**src/inc/bfo_pkg.sv**
```systemverilog
// Package for the bit and flag operations unit: opcodes, status bit positions,
// register offsets, reset values, controller states and shared helpers.
// Assumes the core decoder presents one operation at a time with these codes.
package bfo_pkg;

  localparam int OP_W = 5;
  localparam int DATA_W = 8;
  localparam int PC_W = 16;
  localparam int OFS_W = 7;
  localparam int IOA_W = 6;
  localparam int RIDX_W = 5;
  localparam int RADDR_W = 2;

  localparam logic [OP_W-1:0] OP_NONE = 5'h00;
  localparam logic [OP_W-1:0] OP_BRANCH_OVERFLOW_CLEAR = 5'h01;
  localparam logic [OP_W-1:0] OP_BRANCH_IRQ_ENABLED = 5'h02;
  localparam logic [OP_W-1:0] OP_BRANCH_IRQ_DISABLED = 5'h03;
  localparam logic [OP_W-1:0] OP_IO_BIT_SET = 5'h04;
  localparam logic [OP_W-1:0] OP_IO_BIT_CLEAR = 5'h05;
  localparam logic [OP_W-1:0] OP_LOGICAL_LEFT_SHIFT = 5'h06;
  localparam logic [OP_W-1:0] OP_LOGICAL_RIGHT_SHIFT = 5'h07;
  localparam logic [OP_W-1:0] OP_ROTATE_LEFT_CARRY = 5'h08;
  localparam logic [OP_W-1:0] OP_ROTATE_RIGHT_CARRY = 5'h09;
  localparam logic [OP_W-1:0] OP_ARITH_RIGHT_SHIFT = 5'h0a;
  localparam logic [OP_W-1:0] OP_NIBBLE_SWAP = 5'h0b;
  localparam logic [OP_W-1:0] OP_STATUS_FLAG_SET = 5'h0c;
  localparam logic [OP_W-1:0] OP_STATUS_FLAG_CLEAR = 5'h0d;
  localparam logic [OP_W-1:0] OP_BIT_TO_TFLAG = 5'h0e;
  localparam logic [OP_W-1:0] OP_TFLAG_TO_BIT = 5'h0f;
  localparam logic [OP_W-1:0] OP_CARRY_SET = 5'h10;
  localparam logic [OP_W-1:0] OP_CARRY_CLEAR = 5'h11;
  localparam logic [OP_W-1:0] OP_NEGATIVE_SET = 5'h12;
  localparam logic [OP_W-1:0] OP_NEGATIVE_CLEAR = 5'h13;
  localparam logic [OP_W-1:0] OP_ZERO_FLAG_SET = 5'h14;
  localparam logic [OP_W-1:0] OP_ZERO_FLAG_CLEAR = 5'h15;
  localparam logic [OP_W-1:0] OP_GLOBAL_IRQ_ON = 5'h16;
  localparam logic [OP_W-1:0] OP_GLOBAL_IRQ_OFF = 5'h17;
  localparam logic [OP_W-1:0] OP_SIGN_FLAG_SET = 5'h18;
  localparam logic [OP_W-1:0] OP_SIGN_FLAG_CLEAR = 5'h19;
  localparam logic [OP_W-1:0] OP_OVERFLOW_SET = 5'h1a;
  localparam logic [OP_W-1:0] OP_OVERFLOW_CLEAR = 5'h1b;
  localparam logic [OP_W-1:0] OP_TRANSFER_FLAG_SET = 5'h1c;
  localparam logic [OP_W-1:0] OP_TRANSFER_FLAG_CLEAR = 5'h1d;
  localparam logic [OP_W-1:0] OP_HALF_CARRY_SET = 5'h1e;
  localparam logic [OP_W-1:0] OP_HALF_CARRY_CLEAR = 5'h1f;

  localparam logic [2:0] SB_C = 3'h0;
  localparam logic [2:0] SB_Z = 3'h1;
  localparam logic [2:0] SB_N = 3'h2;
  localparam logic [2:0] SB_V = 3'h3;
  localparam logic [2:0] SB_S = 3'h4;
  localparam logic [2:0] SB_H = 3'h5;
  localparam logic [2:0] SB_T = 3'h6;
  localparam logic [2:0] SB_I = 3'h7;

  localparam logic [DATA_W-1:0] STATUS_RST = 8'h00;
  localparam logic [RADDR_W-1:0] REG_STATUS = 2'h0;
  localparam logic [RADDR_W-1:0] REG_RESULT = 2'h1;
  localparam logic [RADDR_W-1:0] REG_STATE = 2'h2;
  localparam logic [PC_W-1:0] PC_STEP = 16'h0001;

  typedef enum logic [3:0] {
    ST_IDLE = 4'h1,
    ST_BRANCH = 4'h2,
    ST_IO_RD = 4'h4,
    ST_IO_WR = 4'h8
  } bfo_state_t;

  function automatic logic [DATA_W-1:0] bit_mask(input logic [2:0] idx);
    bit_mask = 8'h01 << idx;
  endfunction

  // Dedicated set and clear codes come in pairs; the low code bit picks clear.
  function automatic logic [2:0] fixed_flag_index(input logic [OP_W-1:0] code);
    case (code[3:1])
      3'h0: fixed_flag_index = SB_C;
      3'h1: fixed_flag_index = SB_N;
      3'h2: fixed_flag_index = SB_Z;
      3'h3: fixed_flag_index = SB_I;
      3'h4: fixed_flag_index = SB_S;
      3'h5: fixed_flag_index = SB_V;
      3'h6: fixed_flag_index = SB_T;
      default: fixed_flag_index = SB_H;
    endcase
  endfunction

endpackage

```
**src/rtl/bfo_shift.sv**
```systemverilog
// Combinational shifter for shifts, rotates through carry and nibble swap.
// Assumes the caller supplies the current carry and registers the outputs.
`timescale 1ns/100ps
module bfo_shift (
  input wire logic [bfo_pkg::OP_W-1:0] op_code,
  input wire logic [bfo_pkg::DATA_W-1:0] data_in,
  input wire logic carry_in,
  output logic [bfo_pkg::DATA_W-1:0] result,
  output logic hit,
  output logic flag_upd,
  output logic flag_z,
  output logic flag_c,
  output logic flag_n,
  output logic flag_v
);
  import bfo_pkg::*;

  always_comb begin
    result = data_in;
    flag_c = carry_in;
    hit = 1'b1;
    flag_upd = 1'b1;
    case (op_code)
      OP_LOGICAL_LEFT_SHIFT: begin
        result = {data_in[6:0], 1'b0};
        flag_c = data_in[7];
      end
      OP_LOGICAL_RIGHT_SHIFT: begin
        result = {1'b0, data_in[7:1]};
        flag_c = data_in[0];
      end
      OP_ROTATE_LEFT_CARRY: begin
        result = {data_in[6:0], carry_in};
        flag_c = data_in[7];
      end
      OP_ROTATE_RIGHT_CARRY: begin
        result = {carry_in, data_in[7:1]};
        flag_c = data_in[0];
      end
      OP_ARITH_RIGHT_SHIFT: begin
        result = {data_in[7], data_in[7:1]};
        flag_c = data_in[0];
      end
      OP_NIBBLE_SWAP: begin
        result = {data_in[3:0], data_in[7:4]};
        flag_upd = 1'b0;
      end
      default: begin
        hit = 1'b0;
        flag_upd = 1'b0;
      end
    endcase
  end

  // Overflow is N xor C after the shift so that signed tests after a shift work.
  assign flag_z = (result == 8'h00);
  assign flag_n = result[7];
  assign flag_v = flag_n ^ flag_c;

endmodule // bfo_shift

```
**src/rtl/bfo_unit.sv**
```systemverilog
// Bit and flag operations unit: branches on V and I, I/O bit set and clear,
// shifts and rotates, nibble swap, T transfers and status flag set and clear.
// Assumes the core hands over one operation at a time and returns I/O read
// data combinationally in the same cycle as the I/O read strobe.
//
// Local design decisions: the register offsets and strobed register access.
`timescale 1ns/100ps
// Function
// - Branch if overflow clear loads PC plus offset plus one; flags kept.
// - Branch if interrupts enabled adds offset plus one to PC; flags kept.
// - Branch if interrupts disabled adds offset plus one to PC; flags kept.
// - I/O bit set forces selected bit to one in two cycles, flags kept.
// - I/O bit clear forces selected bit to zero in two cycles, flags kept.
// - Logical shifts insert zero and update Z, C, N, V in one cycle.
// - Rotate left: old carry to bit 0, old bit 7 to carry.
// - Rotate right: old carry to bit 7, old bit 0 to carry.
// - Bit store copies chosen source bit into T, nothing else changes.
// - Bit load writes T into chosen destination bit, flags unchanged.
// - Dedicated single-cycle forms set or clear only the sign flag.
// - Dedicated single-cycle forms set or clear only the overflow flag.
// - Dedicated single-cycle forms set or clear only the half carry flag.
module bfo_unit (
  input wire logic ref_clk,
  input wire logic rst,
  input wire logic op_valid,
  input wire logic [bfo_pkg::OP_W-1:0] op_code,
  input wire logic [2:0] op_bit,
  input wire logic [bfo_pkg::RIDX_W-1:0] op_dst,
  input wire logic [bfo_pkg::DATA_W-1:0] op_data,
  input wire logic [bfo_pkg::OFS_W-1:0] op_offset,
  input wire logic [bfo_pkg::IOA_W-1:0] op_io_addr,
  input wire logic [bfo_pkg::PC_W-1:0] pc_cur,
  output logic op_ready,
  output logic op_done,
  output logic rf_we,
  output logic [bfo_pkg::RIDX_W-1:0] rf_waddr,
  output logic [bfo_pkg::DATA_W-1:0] rf_wdata,
  output logic pc_we,
  output logic [bfo_pkg::PC_W-1:0] pc_value,
  output logic io_rd,
  output logic io_wr,
  output logic [bfo_pkg::IOA_W-1:0] io_addr,
  output logic [bfo_pkg::DATA_W-1:0] io_wdata,
  input wire logic [bfo_pkg::DATA_W-1:0] io_rdata,
  output logic [bfo_pkg::DATA_W-1:0] status,
  input wire logic [bfo_pkg::RADDR_W-1:0] reg_addr,
  input wire logic [bfo_pkg::DATA_W-1:0] reg_wdata,
  input wire logic reg_wr,
  input wire logic reg_rd,
  output logic [bfo_pkg::DATA_W-1:0] reg_rdata
);
  import bfo_pkg::*;

  bfo_state_t state;
  bfo_state_t next_state;
  logic [DATA_W-1:0] next_status;
  logic [DATA_W-1:0] io_mask;
  logic io_set_op;

  wire logic accept;
  wire logic is_boc;
  wire logic is_bie;
  wire logic is_bid;
  wire logic take;
  wire logic is_io;
  wire logic is_tstore;
  wire logic is_tload;
  wire logic is_gen;
  wire logic is_fixed;
  wire logic bit_pick;
  wire logic [DATA_W-1:0] tload_val;
  wire logic [PC_W-1:0] branch_target;
  wire logic [DATA_W-1:0] sh_result;
  wire logic sh_hit;
  wire logic sh_upd;
  wire logic sh_z;
  wire logic sh_c;
  wire logic sh_n;
  wire logic sh_v;
  wire logic [DATA_W-1:0] sh_mask;
  wire logic [DATA_W-1:0] sh_val;
  wire logic [DATA_W-1:0] flag_mask;
  wire logic [DATA_W-1:0] flag_val;
  wire logic [DATA_W-1:0] status_base;
  wire logic [DATA_W-1:0] io_modified;
  wire logic [DATA_W-1:0] rd_mux;

  // A taken branch or an I/O access holds off the next operation for a cycle.
  assign op_ready = (state == ST_IDLE) || (state == ST_IO_WR);
  assign accept = op_valid && op_ready;

  assign is_boc = (op_code == OP_BRANCH_OVERFLOW_CLEAR);
  assign is_bie = (op_code == OP_BRANCH_IRQ_ENABLED);
  assign is_bid = (op_code == OP_BRANCH_IRQ_DISABLED);
  assign take = (is_boc && !status[SB_V])
              || (is_bie && status[SB_I])
              || (is_bid && !status[SB_I]);
  assign branch_target = pc_cur + {{(PC_W-OFS_W){op_offset[OFS_W-1]}}, op_offset} + PC_STEP;

  assign is_io = (op_code == OP_IO_BIT_SET) || (op_code == OP_IO_BIT_CLEAR);
  assign is_tstore = (op_code == OP_BIT_TO_TFLAG);
  assign is_tload = (op_code == OP_TFLAG_TO_BIT);
  assign is_gen = (op_code == OP_STATUS_FLAG_SET) || (op_code == OP_STATUS_FLAG_CLEAR);
  assign is_fixed = op_code[4];

  assign bit_pick = op_data[op_bit];
  assign tload_val = status[SB_T] ? (op_data | bit_mask(op_bit))
                                : (op_data & ~bit_mask(op_bit));

  bfo_shift u_shift (
    .op_code(op_code),
    .data_in(op_data),
    .carry_in(status[SB_C]),
    .result(sh_result),
    .hit(sh_hit),
    .flag_upd(sh_upd),
    .flag_z(sh_z),
    .flag_c(sh_c),
    .flag_n(sh_n),
    .flag_v(sh_v)
  );

  // Shifts touch Z, C, N and V only; S is left for the arithmetic path.
  assign sh_mask = bit_mask(SB_Z) | bit_mask(SB_C) | bit_mask(SB_N) | bit_mask(SB_V);
  assign sh_val = ({8{sh_z}} & bit_mask(SB_Z)) | ({8{sh_c}} & bit_mask(SB_C))
                | ({8{sh_n}} & bit_mask(SB_N)) | ({8{sh_v}} & bit_mask(SB_V));

  // Each operation names the status bits it owns; all others pass through.
  assign flag_mask = sh_upd ? sh_mask
                   : is_tstore ? bit_mask(SB_T)
                   : is_gen ? bit_mask(op_bit)
                   : is_fixed ? bit_mask(fixed_flag_index(op_code))
                   : 8'h00;
  assign flag_val = sh_upd ? sh_val
                  : is_tstore ? {8{bit_pick}}
                  : is_gen ? {8{op_code == OP_STATUS_FLAG_SET}}
                  : {8{~op_code[0]}};

  // A software write lands first, so an operation in the same cycle still wins.
  assign status_base = (reg_wr && (reg_addr == REG_STATUS)) ? reg_wdata : status;
  assign next_status = accept ? ((status_base & ~flag_mask) | (flag_val & flag_mask))
                              : status_base;

  assign io_modified = io_set_op ? (io_rdata | io_mask)
                                 : (io_rdata & ~io_mask);

  assign rd_mux = (reg_addr == REG_STATUS) ? status
                : (reg_addr == REG_RESULT) ? rf_wdata
                : (reg_addr == REG_STATE) ? {4'h0, state}
                : 8'h00;

  always_comb begin
    next_state = ST_IDLE;
    case (state)
      ST_IDLE, ST_IO_WR: begin
        if (accept && take) begin
          next_state = ST_BRANCH;
        end else if (accept && is_io) begin
          next_state = ST_IO_RD;
        end
      end
      ST_BRANCH: next_state = ST_IDLE;
      ST_IO_RD: next_state = ST_IO_WR;
      default: next_state = ST_IDLE;
    endcase
  end

  always_ff @(posedge ref_clk) begin
    if (rst) begin
      state <= ST_IDLE;
      status <= STATUS_RST;
    end else begin
      state <= next_state;
      status <= next_status;
    end
  end

  always_ff @(posedge ref_clk) begin
    if (rst) begin
      rf_we <= 1'b0;
      rf_waddr <= 5'h00;
      rf_wdata <= 8'h00;
      pc_we <= 1'b0;
      pc_value <= 16'h0000;
      op_done <= 1'b0;
    end else begin
      rf_we <= accept && (sh_hit || is_tload);
      pc_we <= accept && take;
      op_done <= (accept && !is_io) || (state == ST_IO_RD);
      if (accept && (sh_hit || is_tload)) begin
        rf_waddr <= op_dst;
        rf_wdata <= is_tload ? tload_val : sh_result;
      end
      if (accept && take) begin
        pc_value <= branch_target;
      end
    end
  end

  // Read-modify-write: read strobe in the first cycle, write in the second.
  always_ff @(posedge ref_clk) begin
    if (rst) begin
      io_rd <= 1'b0;
      io_wr <= 1'b0;
      io_addr <= 6'h00;
      io_wdata <= 8'h00;
      io_mask <= 8'h00;
      io_set_op <= 1'b0;
    end else begin
      io_rd <= accept && is_io;
      io_wr <= (state == ST_IO_RD);
      if (accept && is_io) begin
        io_addr <= op_io_addr;
        io_mask <= bit_mask(op_bit);
        io_set_op <= (op_code == OP_IO_BIT_SET);
      end
      if (state == ST_IO_RD) begin
        io_wdata <= io_modified;
      end
    end
  end

  always_ff @(posedge ref_clk) begin
    if (rst) begin
      reg_rdata <= 8'h00;
    end else begin
      reg_rdata <= reg_rd ? rd_mux : 8'h00;
    end
  end

  // Helper terms for the checks below.
  wire logic [DATA_W-1:0] shl_ref = {op_data[6:0], 1'b0};
  wire logic [DATA_W-1:0] shr_ref = {1'b0, op_data[7:1]};
  wire logic [DATA_W-1:0] rotl_ref = {op_data[6:0], status[SB_C]};
  wire logic [DATA_W-1:0] rotr_ref = {status[SB_C], op_data[7:1]};
  wire logic [DATA_W-1:0] sar_ref = {op_data[7], op_data[7:1]};
  wire logic [DATA_W-1:0] swap_ref = {op_data[3:0], op_data[7:4]};
  wire logic [DATA_W-1:0] keep_t_ref = status & ~bit_mask(SB_T);
  wire logic quiet = !reg_wr;
endmodule // bfo_unit

```
**config.mk**
```make
export PLATFORM = sky130hd
export DESIGN_NAME = bfo_unit
export DESIGN_NICKNAME = d
export VERILOG_FILES = /design/src/inc/bfo_pkg.sv /design/src/rtl/bfo_shift.sv /design/src/rtl/bfo_unit.sv
export SDC_FILE = /design/constraint.sdc
export NUM_CORES = 1
export LEC_CHECK = 0
export ABC_AREA = 1
export BUFFER_PORTS_ARGS = -buffer_cell sky130_fd_sc_hd__buf_2
export CAP_MARGIN = 20
export CORE_MARGIN = 5
export CORE_UTILIZATION = 50
export CTS_BUF_LIST = sky130_fd_sc_hd__clkbuf_4
export CTS_CLUSTER_DIAMETER = 30
export DETAILED_ROUTE_END_ITERATION = 8
export GPL_ROUTABILITY_DRIVEN = 1
export GPL_TIMING_DRIVEN = 0
export PLACE_DENSITY = 0.77
export REMOVE_ABC_BUFFERS = 1
export SETUP_SLACK_MARGIN = 0.1
export SLEW_MARGIN = 20
export SYNTH_ARGS = -nofsm -noshare
export SYNTH_HDL_FRONTEND = slang
export SYNTH_HIERARCHICAL = 1
export SYNTH_SLANG_ARGS = --single-unit
```
**constraint.sdc**
```tcl
create_clock -name ref_clk -period 1.95 [get_ports ref_clk]
set_input_delay 0.2925 -clock ref_clk [delete_from_list [all_inputs] [get_ports ref_clk]]
set_output_delay 0.2925 -clock ref_clk [all_outputs]
set_load 0.05 [all_outputs]
```
-- After elaboration in Yosys (flattened, before gate mapping)
Cells that the tools add are included.
- flip-flop bits (word level): 77
- output and inout port bits: 65
- shift-type cells: 2
- reductions and logical operators: 28
- equality and inequality tests: 26
- $lt $le $gt $ge: 1
- bitwise gates (word level): 16
- muxes and demuxes: 25
- $add $sub $neg: 2
- operators by type and width (operator ; number):
    $mux W8 ; 14
    $pmux W8 S6 ; 1
    $eq A5 B4 Y1 const B ; 8
    $and A8 B8 Y8 ; 4
    $not A8 Y8 ; 3
    $or A8 B8 Y8 ; 3
    $pmux W3 S7 ; 1
    $eq A5 B3 Y1 const B ; 4
    $add A16 B1 Y16 const B ; 1
    $add A16 B16 Y16 ; 1
    $shl A1 B3 Y8 const A ; 2
    $eq A5 B2 Y1 const B ; 2
    $eq A3 B3 Y1 const B ; 3
    $logic_and A1 B1 Y1 ; 9
    $logic_not A8 Y1 ; 1
    $pmux W4 S2 ; 1
    $logic_or A1 B1 Y1 ; 7
    $eq A3 B2 Y1 const B ; 2
    $mux W3 ; 2
    $reduce_or A2 Y1 ; 3
    $reduce_or A6 Y1 ; 1
    $eq A5 B1 Y1 const B ; 1
    $reduce_or A5 Y1 ; 1
    $eq A4 B1 Y1 const B ; 1
    19 further kinds ; 24

-- Logic depth before layout (Yosys ltp)
Gate-level depths: netlist of the first run.
- depth in word-level cells: 11
- depth in mapped cells: 16
- depth with buffers taken out: 16

-- Hierarchy
Netlist of the first run, hierarchy kept.
- by module, submodules not included (module ; cells each ; times used ; area an instance (µm²)):
    bfo_unit ; 709 ; 1 ; 4486.8
    bfo_shift ; 141 ; 1 ; 700.7

-- Worst setup path after synthesis of the first run
OpenSTA, ideal clock, no wires.
- kind: input-to-reg
- start: input op_code[1] (netlist bit)
- end: register status[3] (netlist bit)
- stages: 14
- path buffers: 2
- data arrival time: 1677 ps
- required time: 1841 ps
- setup slack: 164 ps
- library setup time: 109 ps
- path through: buf_6 -> nor2_2 -> nand3_1 -> nand2_1 -> nor2_1 -> nand2_1 -> clkbuf_1 -> inv_1 -> nand3_1 -> nand2_1 -> nor2_1 -> nand3_1 -> nand2_1 -> inv_1
- elaborated cells on any way between the ends: 39
- RTL lines (what ; RTL line ; source):
    start: declaration ; bfo_unit.sv:26 ; input wire logic [bfo_pkg::OP_W-1:0] op_code,
    $eq A5 B3 Y1 or $eq A5 B4 Y1 (tied branches) ; bfo_shift.sv:23 ; case (op_code)
    $reduce_or A5 Y1 (no line) * ; n/a ;
    $mux W1 * ; bfo_shift.sv:23 ;
    net sh_upd ; bfo_unit.sv:75 ; wire logic sh_upd;
    $mux W8 ; bfo_unit.sv:129 ; assign flag_mask = sh_upd ? sh_mask
    $not A8 Y8 ; bfo_unit.sv:141 ; assign next_status = accept ? ((status_base & ~flag_mask) | (flag_val & flag_mask))
    $and A8 B8 Y8 ; bfo_unit.sv:141 ;
    $or A8 B8 Y8 * ; bfo_unit.sv:141 ;
    $mux W8 * ; bfo_unit.sv:141 ;
    end signal: assignment ; bfo_unit.sv:174 ; status <= next_status;
    end: declaration ; bfo_unit.sv:45 ; output logic [bfo_pkg::DATA_W-1:0] status,
The timed path passes the listed nets; every way through them passes the cells marked *.
A chain may end at the register's enable or synchronous reset.

-- Worst setup path in the final report of the first run
- start: register state[3]
- end: output op_ready
- longest elaborated chain between the ends: 2
- elaborated cells on any way between the ends: 3
- RTL lines (what ; RTL line ; source):
    start: declaration ; bfo_unit.sv:54 ; bfo_state_t state;
    start signal: assignment ; bfo_unit.sv:173 ; state <= next_state;
    $eq A4 B1 Y1 or $eq A4 B4 Y1 (tied branches) ; bfo_unit.sv:89 ; assign op_ready = (state == ST_IDLE) || (state == ST_IO_WR);
    $logic_or A1 B1 Y1 * ; bfo_unit.sv:89 ;
    end: declaration ; bfo_unit.sv:33 ; output logic op_ready,
Every way passes the cells marked *; elsewhere a longest branch is shown, timed or not.

==> results of run 1 <==
## routing by layer
metal  global-route usage (%)  vias to the layer above  share of wire [%]
met3                     6.47                       34                8.4
met1                     30.9                     2583                 42
met2                     39.8                      234                 46
met5                        0                        -               0.13
met4                     7.22                        4                2.7
li1                         -                     2992                  -
## metrics by stage
| stage | setup slack [ns] | setup TNS (ns) | power, mW | util [%] | instance area [um2] |
|---|---|---|---|---|---|
| floorplan | -0.144 | -0.694 | 2.34 | - | 5030 |
| global placement | -0.884 | -29.64 | 2.64 | 57.5 | 5880 |
| detailed placement | -0.853 | -23.95 | 2.65 | 57.6 | 5900 |
| CTS | 0.121 | 0 | 3.84 | 59.9 | 6120 |
| global route | 0.0782 | 0 | 4.06 | 61.0 | 6240 |
| finish | 0.238 | 0 | 3.84 | 61.1 | 6250 |
## area by class of cell
type	count	area (um2)
inverter	120	455
multi-input combinational	628	3100
tap	136	170
sequential	77	1540
antenna	3	7.51
clock buffer	9	67.6
clock inverter	7	105
fill	1036	3980
timing repair buffer	146	798
## state kept, by name (all words and copies together) (netlist names)
name and count:
io_addr 6, io_mask 8, io_rd 1, io_set_op 1
io_wdata 8, io_wr 1, op_done 1, pc_value 16
pc_we 1, reg_rdata 8, rf_waddr 5, rf_wdata 8
rf_we 1, state 4, status 8
## timing repair
action | CTS | global route
resized for setup | 3 | 15
gates cloned | 1 | 1
pin swaps | 2 | 3
setup endpoints to repair | 55 | 39
buffers inserted | 3 | 5
## critical path: stages (launching register included)
cell      delay, ns
dfxtp_1        0.35
inv_1          0.06
nand2_1        0.10
nand3_1        0.14
inv_1          0.12
clkbuf_4       0.24
## where the power goes
group | internal [mW] | total, mW | switching [mW]
clock | 0.543 | 1.17 | 0.630
combinational | 0.316 | 1.01 | 0.698
sequential | 1.62 | 1.66 | 0.0335
total | 2.48 | 3.84 | 1.36
## synth_stat cells
master	instances
dfxtp_1	77
xor2_1	8
mux2i_1	1
nand3_1	79
fa_1	1
buf_1	1
inv_2	6
nor3_1	6
o211ai_2	1
a31oi_1	1
o211ai_1	2
a22oi_1	3
nand2_1	227
o21ai_0	57
a21oi_1	73
buf_4	3
o22ai_1	1
nor3b_1	1
nand3b_1	2
nand2_2	4
inv_1	114
nor2_2	8
or2_0	1
o21ai_1	2
clkbuf_1	11
and2_1	1
o221ai_1	2
nand3_4	2
nor2_4	5
xnor2_1	1
ha_1	15
buf_2	7
nand4_1	13
or2_2	1
nand4_2	1
nand3_2	3
buf_6	5
nor2_1	104
## worst paths after layout
| check | startpoint | end | slack [ns] | cells after the start |
|---|---|---|---|---|
| min | op_io_addr[5] | io_addr[5] | 0.10 | 3 |
| min reg2reg | pc_value[0] | pc_value[0] | 0.48 | 2 |
| max | state[3] | op_ready | 0.24 | 5 |
| max reg2reg | state[3] | status[5] | 0.26 | 11 |
## cells by family (layout without fill, tap and decap cells)
logic type	after synthesis	after routing
XOR/XNOR	9	9
multiplexers	1	1
other	0	3
adder cells (fa/ha/maj)	16	16
AND/OR/NAND/NOR	458	460
buffers and inverters	147	282
AO/OA/AOI/OAI	142	142
flip-flops	77	77
==> flow_summary.ini, run 1 <==
[timing]
finalSetupViolations = 0
fmax_mhz = 584
timing.hold.ws_ns = 0.102
max_slew_margin_pct = 49.5
hold_viol_final = 0
finalMaxSlewViolations = 0
finalCritPeriodShare_pct = 87.8
post-route-min-period_ns = 1.71
rsz0062_at_grt = yes
clock_skew_ns = 0.0174
tightest_slew_ns = 0.752

[route]
drt_wl_total_um = 15600
dr.pass1.iters = 5
viasPerCell = 5.19
first_iter_violations = 400
wire_per_inst_um = 13.9
num_vias = 5847
ant_nets = 0
drc_errors = 0

[logic_synthesis]
yosys-top-cells-area = dfxtp_1 30%, nand2_1 16%, inv_1 8.2%
ys_warn_count = 6
netlist_area_um2 = 5190
synth_compound_area_share_pct = 14.3
synthAdderAreaFrac_pct = 4.00
synth.area.mux_share_pct = 0.193
syn_area_per_cell_um2 = 6.10
ys_seq_elements = 77
netlist.area_leader.share_pct = 29.7
synthSimpleGateAreaFrac_pct = 38.5
synth_xor_area_share_pct = 1.52
yosysSeqAreaShare_pct = 29.7
ys_types = 38
synth_area_leader_cell = dfxtp_1
syn_inst = 850
synth_top_family_by_area = simple AND/OR/NAND/NOR gates

[critical_path]
end_kind = output pin
critPathArrivalTime_ns = 1.42
critical_path_class = register to output pin
required_ns = 1.66
crit_fanout = 3
start_kind = register

[finish]
syn2layout_area_growth_pct = 20.4
fin_cells = 1126
final_cell_mix = 226 x nand2_1, 134 x buf_2, 113 x inv_1
drive_gt1_share_pct = 20.5
final_common_cell = nand2_1
fin_nets = 1071

[place]
dp_hpwl_um = 11400
dp_cells = 1097
portBuffers = 137
place.gp.congestion = 0.934

[clock_network]
cts_root_buf = clkbuf_4
numCtsBuffers = 9
h-tree-depth = 3
cts_sinks = 77
insertion_delay_ns = 0.42
cts_tree = done
clockBufferDepth = 2
cts_hold_buf = 0
path_clk_slew_ns = 0.14

[global_route]
grt_pass1_wl_um = 25400
grt_overflow = 0
grt_pass1_vias = 5332
grt_usage_pct = 24.2
antenna_found_initial = 4
grt_max_degree = 48

[floorplanning]
rows = 37
die-height_um = 112
io_pins = 138
start_util_pct = 50.7
core_um2 = 10200
fp.dieW_um = 112
die_area_um2 = 12500

[hold_path]
hold_path_class = input pin to register

[pwr]
powerDensity_nw_per_um2 = 615
ir_worst_vdd_uv = 432
p_leak_nw = 3.40

[flow_run]
cap_viol_max_count = 0

[status]
status = complete, no violations
(Power assumes the default switching activity.)
==> run 2, diff against run 1 <==
Settings changed: PLACE_DENSITY 0.77 to 0.76.
==> run 2 against run 1 <==
Net effect:
- fmax is 0.13% higher
- clock-buffer cell count unchanged
- hold slack got worse by 0.027 ns
- flip-flop and latch count did not move
- clock skew increased by 0.0040 ns
- sequential power is essentially flat
- wire length down 2.2%
- non-clock buffer count decreased by 1
- global-route usage decreased by 0.28 points
- combinational power about the same
- critical path depth increased by 12
==> flow_summary.ini, run 2 (synthesized netlist as in run 1, its figures left out) <==
[place]
place.gp.congestion = 0.927
dp_hpwl_um = 11300
dp_cells = 1097
portBuffers = 137

[timing]
fmax_mhz = 585
setup_tns_ns = 0
post-route-min-period_ns = 1.71
tightest_slew_ns = 0.700
finalCritPeriodShare_pct = 87.7
rsz0062_at_grt = yes
max_slew_margin_pct = 53.2
clock_skew_ns = 0.0214
timing.hold.ws_ns = 0.0746
hold_viol_final = 0
finalMaxSlewViolations = 0
finalSetupViolations = 0

[critical_path]
critical_path_class = input pin to register
r2r_start = state[3]
crit_chain = buf_2 -> inv_2 -> nand3_2 -> nor2_2 -> nand2_1 -> nand2_1 -> nor2_2 -> nand3_2 -> nor2_1 -> nand2_1 -> nor2_1 -> nand2_1 -> inv_1 -> nor2_1 -> nand3_1 -> nand2_1 -> inv_1
end_kind = register
path_delay_family = simple AND/OR/NAND/NOR gates
r2r_cells = 9
r2r_slack_ns = 0.25
max_stage_delay_ns = 0.26
crit_top_cell = nand2_1
critPathArrivalTime_ns = 2.05
crit_fanout = 12
start_kind = input pin
r2r-end = state[0]
required_ns = 2.29
worst-path-buf-inv = 4
slowest_stage = nor2_2

[global_route]
grt_max_degree = 48
grt_pass1_wl_um = 24900
grt_pass1_vias = 5184
grt_usage_pct = 23.9
grt_overflow = 0
antenna_found_initial = 3

[pwr]
ir_worst_vdd_uv = 341
powerDensity_nw_per_um2 = 584
p_switching_mw = 1.37
switching_share_pct = 38.1
finalPower_mw = 3.59
p_clk_share_pct = 26.1
internal_power_mw = 2.22
pwr-share-seq_pct = 46.1
pwr-share-comb_pct = 27.8
p_leak_nw = 3.37

[route]
dr.pass1.iters = 7
first_iter_violations = 381
viasPerCell = 5.15
drt_wl_total_um = 15300
wire_per_inst_um = 13.6
num_vias = 5778
drc_errors = 0
ant_nets = 0

[clock_network]
insertion_delay_ns = 0.43
cts_root_buf = clkbuf_4
h-tree-depth = 3
cts_tree = done
cts_sinks = 77
path_clk_slew_ns = 0.15
clockBufferDepth = 2
numCtsBuffers = 9

[floorplanning]
core_um2 = 10200
rows = 37
io_pins = 138
die-height_um = 112
die_area_um2 = 12500
start_util_pct = 50.7
fp.dieW_um = 112

[hold_path]
worstHoldPathCells = 3
worstHoldEndpoint = io_addr[2]
hold_path_class = input pin to register
worstHoldStart = op_io_addr[2]

[finish]
largest_reg_flops = 16
fin_cells = 1122
final_common_cell = nand2_1
final_util_pct = 60.1
fin_nets = 1069
drive_gt1_share_pct = 20.2
syn2layout_area_growth_pct = 18.5
fillers = 1059
top_register = pc_value
final_cell_mix = 226 x nand2_1, 135 x buf_2, 113 x inv_1

[status]
status = complete, no violations

[flow_run]
cap_viol_max_count = 0
run 2: per-stage QoR:
step | setup WS, ns | cell area [um2]
finish | 0.240 | 6150
global route | 0.0395 | 6150
CTS | 0.116 | 6050
detailed placement | -0.813 | 5900
global placement | -0.837 | 5880
floorplan | -0.144 | 5030
run 2: how the worst max path moves through the flow:
stage | startpoint | to | slack (ns) | cells past startpoint
6_report | op_code[4] | status[1] | 0.24 | 17
5_1_grt | state[3] | io_mask[4] | 0.04 | 9
4_1_cts | state[0] | state[0] | 0.12 | 9
3_5_place_dp | state[0] | state[0] | -0.81 | 9
3_3_place_gp | state[0] | state[0] | -0.84 | 9
2_1_floorplan | state[3] | state[0] | -0.14 | 9
run 2: what timing repair did:
item,CTS,global route
pin swaps,2,4
setup buffers,1,6
setup endpoints to repair,56,48
gates cloned,1,0
gates resized for setup,3,12
hold buffers,0,0
run 2: area by class of cell:
cell class / count / area [um2] / share of cell area [%]
multi-input cells: 627 / 3080 / 50.1
repair buffers: 145 / 767 / 12.5
diodes: 1 / 2.50 / 0.0407
well taps: 136 / 170 / 2.77
flip-flops and latches: 77 / 1540 / 25.1
clock buffers: 9 / 67.6 / 1.10
clock inverters: 7 / 63.8 / 1.04
inverters: 120 / 455 / 7.41
run 2: power by group through the flow:
stage	combinational (mW)	sequential, mW	clock, mW
after global routing	1.11	1.66	1.03
after CTS	0.973	1.65	0.971
after floorplan	0.504	1.83	0
after detailed placement	0.960	1.69	0
after global placement	0.954	1.69	0
final	0.997	1.65	0.938
run 2: tightest hold or removal path: cells and delay by family:
kind	cells	cell delay, ns
AND/OR/NAND/NOR	2	0.11
buffers and inverters	1	0.08
run 2: layer usage:
layer	vias to the layer above	GRT usage, %	wire (um)
met2	227	39.5	7050
met1	2523	30.6	6490
met5	-	0	19
met4	4	7.06	312
met3	34	6.30	1380
li1	2990	-	-
